File: src/gtm_pkg.sv
/*
  general timer module constants, field layouts and carrier types.
  assumes nothing beyond a SystemVerilog-2012 compiler.
*/
package gtm_pkg;
  // global configuration field
  localparam logic [2:0] CFG_WIDE = 3'h0;
  localparam logic [2:0] CFG_RTC = 3'h1;
  localparam logic [2:0] CFG_SPLIT = 3'h4;
  // timer mode field
  localparam logic [1:0] TM_ONESHOT = 2'h1;
  localparam logic [1:0] TM_PERIODIC = 2'h2;
  localparam logic [1:0] TM_CAPTURE = 2'h3;
  // event select
  localparam logic [1:0] EV_RISE = 2'h0;
  localparam logic [1:0] EV_FALL = 2'h1;
  localparam logic [1:0] EV_BOTH = 2'h3;
  // reset and reload values
  localparam logic [15:0] LOAD_RST = 16'hFFFF;
  localparam logic [15:0] CNT_ZERO = 16'h0000;
  localparam logic [15:0] CNT_ONE = 16'h0001;
  localparam logic [7:0] PRE_ZERO = 8'h00;
  localparam logic [7:0] PRE_ONE = 8'h01;
  localparam logic [31:0] RTC_START = 32'h0000_0001;
  localparam logic [31:0] C32_ZERO = 32'h0000_0000;
  localparam logic [31:0] C32_ONE = 32'h0000_0001;
  localparam logic [31:0] C32_RST = 32'hFFFF_FFFF;
  // rtc input divider: 32.768 kHz down to 1 Hz
  localparam int RTC_IN_HZ = 32768;
  localparam int RTC_OUT_HZ = 1;
  localparam logic [14:0] DIV_ZERO = 15'h0000;
  localparam logic [14:0] DIV_ONE = 15'h0001;
  localparam logic [14:0] DIV_LAST = 15'(RTC_IN_HZ / RTC_OUT_HZ - 1);
  localparam int HALF = 16;

  typedef struct packed {
    logic       alternate_mode_select;
    logic       capture_mode_bit;
    logic [1:0] timer_mode_field;
  } gtm_mode_t;

  typedef struct packed {
    logic [1:0] event_sel;
    logic       pwm_output_level_bit;
    logic       stall;
  } gtm_ctl_t;

  typedef struct packed {
    logic cap_event;
    logic cap_match;
    logic timeout;
  } gtm_flags_t;

  localparam gtm_flags_t FLAGS_NONE = 3'h0;
endpackage

File: src/gtm_core.sv
/*
  general timer module: two 16-bit timers or one 32-bit timer/rtc.
  assumes configuration inputs are held steady while a timer is enabled
  and capture pins are synchronous-free levels from outside.
*/
// Operation
// - prescaler bypassed in edge count, edge time and pwm modes.
// - capture bit clear makes a down edge counter on rise, fall or both.
// - each selected edge decrements from load value until the decremented count would equal match.
// - count match sets capture-match raw flag, masked flag when unmasked.
// - after match reload counter, clear enable, ignore edges until re-enabled.
// - capture bit set makes free-running down counter; rise or fall only.
// - each selected edge copies counter to readback, sets capture-event flag.
// - edge time keeps counting while enabled; reloads after reaching zero.
// - captured value holds until the next selected edge.
// - pwm mode is alternate select 1, capture bit 0, mode field 2.
// - pwm counts down to zero then reloads next cycle, until disabled.
// - pwm mode sets no status flags.
// - pwm output asserts at load value, deasserts at match value.
// - output level bit inverts the pwm output.
// - config 0 wide timer, 1 rtc, 4 two 16-bit timers.
// - mode field 1 one-shot, 2 periodic, in wide and split configs.
// - one-shot stops after timeout; periodic continues.
// - writing a clear bit clears raw and masked flag.
// - rtc match sets rtc raw flag; counting continues until disabled.
// - 16-bit one-shot/periodic reloads load and prescale after zero.
// - rtc stall override keeps rtc counting during debug halt.
// - wide load value is timer b load over timer a load.
`timescale 1ns/100ps
module gtm_core (
  // clock and reset
  input  wire logic                     ref_clk,
  input  wire logic                     arst_n,
  input  wire logic                     clk_en,
  // configuration
  input  wire logic [2:0]               global_config_field,
  input  wire gtm_pkg::gtm_mode_t [1:0] per_timer_mode_reg,
  input  wire gtm_pkg::gtm_ctl_t [1:0]  timer_control_reg,
  input  wire logic                     rtc_stall_override_bit,
  input  wire logic                     debug_halt,
  // enable control pulses
  input  wire logic [1:0]               en_set,
  input  wire logic [1:0]               en_clr,
  // load, match, prescale
  input  wire logic [1:0][15:0]         interval_load_value,
  input  wire logic [1:0][15:0]         match_value,
  input  wire logic [1:0][7:0]          prescale_value,
  // status control
  input  wire gtm_pkg::gtm_flags_t [1:0] interrupt_mask_reg,
  input  wire gtm_pkg::gtm_flags_t [1:0] status_clear_reg,
  input  wire logic                     rtc_match_mask,
  input  wire logic                     rtc_match_clear,
  // pins
  input  wire logic [1:0]               capture_compare_pin,
  output logic [1:0]                    pwm_out,
  // state
  output logic [1:0]                    timer_en,
  output logic [1:0][15:0]              timer_value_readback,
  output gtm_pkg::gtm_flags_t [1:0]     raw_status_reg,
  output gtm_pkg::gtm_flags_t [1:0]     masked_status_reg,
  output logic                          rtc_match_raw_flag,
  output logic                          rtc_match_masked_flag
);
  import gtm_pkg::*;

  logic [1:0]       sy1_reg, sy2_reg, old_reg, rise, fall;
  logic [1:0]       en_reg, en_next, lvl_reg, lvl_next, pwm_reg;
  logic [1:0][15:0] cnt_reg, cnt_next, val_reg, val_next;
  logic [1:0][7:0]  pre_reg, pre_next;
  gtm_flags_t [1:0] raw_reg, raw_next, msk_reg, set_f;
  logic [1:0]       cm_hit, ce_hit, to_hit, pwr_v, ev_any;
  logic [31:0]      c32_reg, c32_next;
  logic [14:0]      div_reg, div_next;
  logic             rtc_reg, rtc_next, rmsk_reg;

  // configuration decode
  wire split = global_config_field == CFG_SPLIT;
  wire wide = global_config_field == CFG_WIDE;
  wire rtc_md = global_config_field == CFG_RTC;
  wire [1:0] tm32 = per_timer_mode_reg[0].timer_mode_field;
  wire ovr = rtc_stall_override_bit & rtc_md;
  wire halt_a = debug_halt & timer_control_reg[0].stall & ~ovr;

  // wide one-shot / periodic and rtc
  wire [31:0] load32 = {interval_load_value[1], interval_load_value[0]};
  wire [31:0] match32 = {match_value[1], match_value[0]};
  wire wide_md = tm32 == TM_ONESHOT || tm32 == TM_PERIODIC;
  wire run32 = en_reg[0] & ~halt_a & wide & wide_md;
  wire to32 = run32 & (c32_reg == C32_ZERO);
  wire clr32 = to32 & (tm32 == TM_ONESHOT);
  wire rtc_run = rtc_md & en_reg[0] & ~halt_a;
  wire rtc_ev = rtc_run & rise[0];
  wire rtc_tick = rtc_ev & (div_reg == DIV_LAST);
  wire rtc_hit = rtc_tick & (c32_reg == match32);

  always_comb begin
    c32_next = c32_reg;
    if (rtc_md & ~en_reg[0]) begin
      c32_next = RTC_START;
    end else if (wide & ~en_reg[0]) begin
      c32_next = load32;
    end else if (rtc_hit) begin
      c32_next = C32_ZERO;
    end else if (rtc_tick) begin
      c32_next = c32_reg + C32_ONE;
    end else if (to32) begin
      c32_next = load32;
    end else if (run32) begin
      c32_next = c32_reg - C32_ONE;
    end
  end

  assign div_next = ~rtc_run ? DIV_ZERO
                  : ~rtc_ev ? div_reg
                  : rtc_tick ? DIV_ZERO : div_reg + DIV_ONE;
  assign rtc_next = (rtc_reg & ~rtc_match_clear) | rtc_hit;

  always_ff @(posedge ref_clk or negedge arst_n) begin
    if (!arst_n) begin
      c32_reg <= C32_RST;
      div_reg <= DIV_ZERO;
      rtc_reg <= 1'b0;
      rmsk_reg <= 1'b0;
    end else if (clk_en) begin
      c32_reg <= c32_next;
      div_reg <= div_next;
      rtc_reg <= rtc_next;
      rmsk_reg <= rtc_next & rtc_match_mask;
    end
  end

  // per-timer 16-bit channels
  for (genvar i = 0; i < 2; i++) begin : g_ch
    gtm_mode_t m;
    gtm_ctl_t  c;
    assign m = per_timer_mode_reg[i];
    assign c = timer_control_reg[i];
    assign rise[i] = sy2_reg[i] & ~old_reg[i];
    assign fall[i] = ~sy2_reg[i] & old_reg[i];
    wire [15:0] ilr = interval_load_value[i];
    wire [15:0] mat = match_value[i];
    wire [15:0] cnt = cnt_reg[i];
    wire [1:0] md = m.timer_mode_field;
    wire run = en_reg[i] & split & ~(debug_halt & c.stall);
    wire capm = md == TM_CAPTURE;
    wire pwm_md = m.alternate_mode_select & ~m.capture_mode_bit & md == TM_PERIODIC;
    wire ecnt = run & capm & ~m.capture_mode_bit;
    wire etim = run & capm & m.capture_mode_bit;
    wire prd = run & ~m.alternate_mode_select & (md == TM_ONESHOT || md == TM_PERIODIC);
    assign pwr_v[i] = run & pwm_md;
    wire rsel = c.event_sel == EV_RISE;
    wire fsel = c.event_sel == EV_FALL;
    wire bsel = c.event_sel == EV_BOTH;
    assign ev_any[i] = (rsel & rise[i]) | (fsel & fall[i]) | (bsel & (rise[i] | fall[i]));
    wire ev_one = fsel ? fall[i] : rise[i];
    wire zero = cnt == CNT_ZERO;
    wire pre_zero = pre_reg[i] == PRE_ZERO;
    wire tick = prd & pre_zero;
    wire free_run = etim | pwr_v[i] | tick;
    wire [15:0] dec = cnt - CNT_ONE;
    assign cm_hit[i] = ecnt & ev_any[i] & (dec == mat);
    assign ce_hit[i] = etim & ev_one;
    assign to_hit[i] = tick & zero;
    wire os_stop = to_hit[i] & (md == TM_ONESHOT);
    wire hw_clr = cm_hit[i] | os_stop | (i == 0 && clr32);

    always_comb begin
      cnt_next[i] = cnt;
      if (~en_reg[i]) begin
        cnt_next[i] = ilr;
      end else if (cm_hit[i]) begin
        cnt_next[i] = ilr;
      end else if (ecnt & ev_any[i]) begin
        cnt_next[i] = dec;
      end else if (free_run & zero) begin
        cnt_next[i] = ilr;
      end else if (free_run) begin
        cnt_next[i] = dec;
      end
    end

    assign pre_next[i] = ~prd ? pre_reg[i]
                       : pre_zero ? prescale_value[i] : pre_reg[i] - PRE_ONE;
    assign en_next[i] = (en_reg[i] & ~en_clr[i] & ~hw_clr) | en_set[i];
    assign set_f[i].cap_event = ce_hit[i];
    assign set_f[i].cap_match = cm_hit[i];
    assign set_f[i].timeout = to_hit[i] | (i == 0 && to32);
    assign raw_next[i] = (raw_reg[i] & ~status_clear_reg[i]) | set_f[i];
    wire [15:0] half32 = c32_reg[HALF*i +: HALF];
    wire hold_cap = split & capm & m.capture_mode_bit;
    assign val_next[i] = ~split ? half32
                       : ce_hit[i] ? cnt
                       : hold_cap ? val_reg[i] : cnt;
    assign lvl_next[i] = ~pwr_v[i] ? lvl_reg[i]
                       : cnt == ilr ? 1'b1
                       : cnt == mat ? 1'b0 : lvl_reg[i];

    always_ff @(posedge ref_clk or negedge arst_n) begin
      if (!arst_n) begin
        sy1_reg[i] <= 1'b0;
        sy2_reg[i] <= 1'b0;
        old_reg[i] <= 1'b0;
        en_reg[i] <= 1'b0;
        cnt_reg[i] <= LOAD_RST;
        pre_reg[i] <= PRE_ZERO;
        val_reg[i] <= LOAD_RST;
        lvl_reg[i] <= 1'b0;
        pwm_reg[i] <= 1'b0;
        raw_reg[i] <= FLAGS_NONE;
        msk_reg[i] <= FLAGS_NONE;
      end else if (clk_en) begin
        sy1_reg[i] <= capture_compare_pin[i];
        sy2_reg[i] <= sy1_reg[i];
        old_reg[i] <= sy2_reg[i];
        en_reg[i] <= en_next[i];
        cnt_reg[i] <= cnt_next[i];
        pre_reg[i] <= pre_next[i];
        val_reg[i] <= val_next[i];
        lvl_reg[i] <= lvl_next[i];
        pwm_reg[i] <= lvl_next[i] ^ c.pwm_output_level_bit;
        raw_reg[i] <= raw_next[i];
        msk_reg[i] <= raw_next[i] & interrupt_mask_reg[i];
      end
    end
  end

  assign timer_en = en_reg;
  assign pwm_out = pwm_reg;
  assign timer_value_readback = val_reg;
  assign raw_status_reg = raw_reg;
  assign masked_status_reg = msk_reg;
  assign rtc_match_raw_flag = rtc_reg;
  assign rtc_match_masked_flag = rmsk_reg;
endmodule

File: config.mk
export PLATFORM = sky130hd
export DESIGN_NAME = gtm_core
export DESIGN_NICKNAME = d
export VERILOG_FILES = /design/src/gtm_pkg.sv /design/src/gtm_core.sv
export SDC_FILE = /design/constraint.sdc
export NUM_CORES = 1
export LEC_CHECK = 0
export ABC_CLOCK_PERIOD_IN_PS = 6500
export BUFFER_PORTS_ARGS = -buffer_cell sky130_fd_sc_hd__clkbuf_2
export CORE_MARGIN = 2
export CORE_UTILIZATION = 53
export DETAILED_ROUTE_END_ITERATION = 12
export GPL_ROUTABILITY_DRIVEN = 0
export PLACE_DENSITY = 0.84
export SYNTH_ARGS = -nofsm -noshare
export SYNTH_HDL_FRONTEND = slang
export SYNTH_SLANG_ARGS = --single-unit
File: constraint.sdc
create_clock -name ref_clk -period 6.5 [get_ports ref_clk]
set_input_delay 0.325 -clock ref_clk [delete_from_list [all_inputs] [get_ports ref_clk]]
set_output_delay 0.325 -clock ref_clk [all_outputs]
set_load 0.1 [all_outputs]
==> run_results.csv <==
group,metric,value,unit
run_status,status,"completed",
clocking,cts_tree,"yes",
sta,setup-tns-final,0,ps
floorplan,die_h,155,um
layout,final_nets,1714,
setup_path,critical_path_class,"flip-flop to flip-flop",
setup_path,path_max_fanout,37,
grt,antenna_found_initial,0,
routing,drtAntennaViolNets,0,
setup_path,worst-r2r-setup-slack,2570,ps
setup_path,cp_num_buf_inv,2,
place,dp_hpwl,29.0,mm
setup_path,max_stage_delay,750,ps
logic_synthesis,synthAdderAreaFrac,1.77,%
logic_synthesis,synthTopCellsByArea,"dfstp_2, dfrtp_1, nand2_1",
routing,vias,12511,
layout,n_antenna_cell,0,
floorplan,die_w,155,um
sta,holdWs,12.5,ps
routing,wl,39.9,mm
layout,area_growth_syn_to_layout,11.6,%
logic_synthesis,yosysWarnings,0,
routing,wl_per_cell,21.3,um
clocking,cts-resized-gates,0,
floorplan,num_rows,55,
setup_path,cp_cell_sequence,"inv_1 > ha_1 > nand3_1 > nor4_1 > and2_1 > buf_4 > o211ai_1 > a21oi_1 > o21ai_0 > nand2_1 > a221o_1",
setup_path,reg2regPathDepth,11,
logic_synthesis,synth_top_family_by_area,"simple AND/OR/NAND/NOR gates",
logic_synthesis,yosys.area.top_type,"dfstp_2",
sta,setup_viol,0,
floorplan,design.core.area,0.0225,sq mm
sta,hold_viol,0,
routing,route.detailed.drc,0,
floorplan,num_io_pins,174,
pwr,ir_drop,0.000191,V
logic_synthesis,synthSimpleGateAreaFrac,24.1,%
grt,grt_usage,32.9,%
logic_synthesis,synth.top_cells.by_count,"nand2_1, nor2_1, o21ai_0",
logic_synthesis,synthMuxAreaShare,5.23,%
pwr,power.net_switching,2.21,mW
sta,fin_crit_sh,60.4,%
grt,grt_pass1_wl,62.3,mm
routing,drtPass1Iterations,8,
logic_synthesis,synth_area_per_cell,8.08,sq um
clocking,clk_latency,450,ps
routing,drt-initial-drc-count,1658,
logic_synthesis,yosysMostFrequentCell,"nand2_1",
logic_synthesis,synth_compound_area_share,20.4,%
clocking,post_cts_buffers,0,
pwr,power_frac_comb,40.9,%
clocking,cts-htree-levels,4,
setup_path,end_kind,"flip-flop",
sta,rsz0062_at_grt,"no",
logic_synthesis,synthXorXnorAreaFrac,10.4,%
setup_path,r2r-start,"old_reg[0]",
clocking,hold_buffers,0,
logic_synthesis,ys_seq_area_share,32.8,%
setup_path,crit_family,"compound AO/OA/AOI/OAI gates",
min_path,min_path_type,"input pin to asynchronous set/reset pin",
clocking,clk_path_buf_depth,2,
pwr,swShare,47.5,%
sta,min_period,3930,ps
logic_synthesis,synthCells,1490,
logic_synthesis,synth_nets,1631,
layout,drive_above_1_share,21.8,%
logic_synthesis,synth_cell_types,82,
logic_synthesis,yosys_register_bits,153,
setup_path,cp.arrival,4300,ps
setup_path,crit_required,6880,ps
setup_path,cp-start-kind,"flip-flop",
setup_path,r2r-end,"c32_reg[22]",
grt,grt-ovfl-total,0,
sta,worst_pin_slew,1200,ps
grt,grt_max_degree,99,
logic_synthesis,netlist_area,0.0120,sq mm
pwr,p_per_area,346,mW/mm^2
pwr,cellInternalPower,2.44,mW
routing,vias_per_cell,6.69,
sta,fmax,255,MHz
clocking,cts-root-buf,"clkbuf_16",
place,placed_cell_area,0.0129,sq mm
setup_path,critPathSlowestCell,"a21oi_1",
logic_synthesis,synth_top_area_share,20.9,%
pwr,pwr-share-clk,20.6,%
clocking,clkSinkCount,153,
layout,stdcell_area,0.0134,sq mm
pwr,total_leakage_power,5.44,nW
sta,finClkSkew,10.9,ps
clocking,clkTransAtPathRegs,70,ps
logic_synthesis,synthFlopType,"dfstp_2",
floorplan,start_util,53.5,%
job,maxCapViolCount,0,
sta,finalMaxSlewViolations,0,
logic_synthesis,synth_edf_count,0,
sta,slew_headroom,19.6,%
clocking,numCtsBuffers,17,
floorplan,dieArea,0.0240,sq mm
place,portBuffers,173,
grt,first_global_vias,11705,
pwr,p_seq_share,38.6,%
logic_synthesis,async_flop_share,100,%
[stage by stage]
stage / instances / util (%) / power [mW] / setup WS (ps)
floorplan: 1490 / - / 3.16 / 3240
global placement: 1839 / 57.4 / 3.58 / 2910
detailed placement: 1839 / 57.4 / 3.63 / 2750
CTS: 1871 / 59.8 / 4.59 / 2690
global route: 1871 / 59.8 / 4.86 / 2360
finish: 1871 / 59.8 / 4.66 / 2570
[placed cells by master (no fill, tap or decap), types with 10 or more instances in the layout]
master,n
o211ai_1,14
and3_1,20
nor2_1,110
inv_1,43
nor2b_1,10
a2bb2oi_1,17
buf_4,11
xor2_1,70
o31ai_1,15
clkbuf_16,17
clkbuf_2,172
o21ai_0,108
a22o_1,10
nor3_1,51
dfrtp_1,57
or3_1,16
a31oi_1,13
ha_1,17
dfstp_2,96
nor4_1,30
mux2i_1,54
nand3_1,65
xnor2_1,73
a21oi_1,72
a211oi_1,10
nand2_1,174
nand4_1,39
a22oi_1,27
and4_1,10
[routing by layer]
metal  global-route usage [%]  vias to the layer above  wire length [um]
met2                     48.9                      937             17100
met3                     9.58                      206              5360
li1                         -                     5576                 -
met5                        0                        -                43
met4                     17.1                        2              2320
met1                     43.6                     5790             15100
[how the worst max path moves through the flow]
stage | start | depth (start not counted) | slack [ps] | endpoint
2_1_floorplan | g_ch[1].cnt[0] | 13 | 3240 | g_ch[1].cnt[15]
3_3_place_gp | old_reg[0] | 11 | 2910 | c32_reg[22]
3_5_place_dp | old_reg[0] | 11 | 2750 | c32_reg[22]
4_1_cts | old_reg[0] | 11 | 2690 | c32_reg[22]
5_1_grt | old_reg[0] | 11 | 2360 | c32_reg[22]
6_report | old_reg[0] | 11 | 2570 | c32_reg[22]
[cells by family after synthesis]
family | count (synthesis)
adder cells (fa/ha/maj) | 17
AO/OA/AOI/OAI | 372
flip-flops | 153
multiplexers | 62
AND/OR/NAND/NOR | 580
XOR/XNOR | 143
buffers and inverters | 163
[power by group through the flow]
stage          registers [mW]  logic [mW]  clock network, mW
2_1_floorplan            1.88        1.28                  0
3_3_place_gp             1.76        1.82                  0
3_5_place_dp             1.78        1.85                  0
4_1_cts                  1.77        1.87              0.957
5_1_grt                  1.82        2.03               1.00
6_report                 1.79        1.90              0.959
[layout make-up]
class / instances / area (sq um)
multi-input combinational: 1174 / 7480
tap: 285 / 357
timing repair buffer: 184 / 955
clock buffer: 18 / 429
sequential: 153 / 3950
clock inverter: 14 / 113
inverter: 43 / 161
fill: 1935 / 9050
[worst register-to-register path, cell delays in order, from the launching register on]
cell	delay (ps)
dfrtp_1	390
inv_1	80
ha_1	290
nand3_1	170
nor4_1	640
and2_1	220
buf_4	380
o211ai_1	390
a21oi_1	750
o21ai_0	270
nand2_1	130
a221o_1	150
Note: power is estimated with default switching activity, not from simulation.
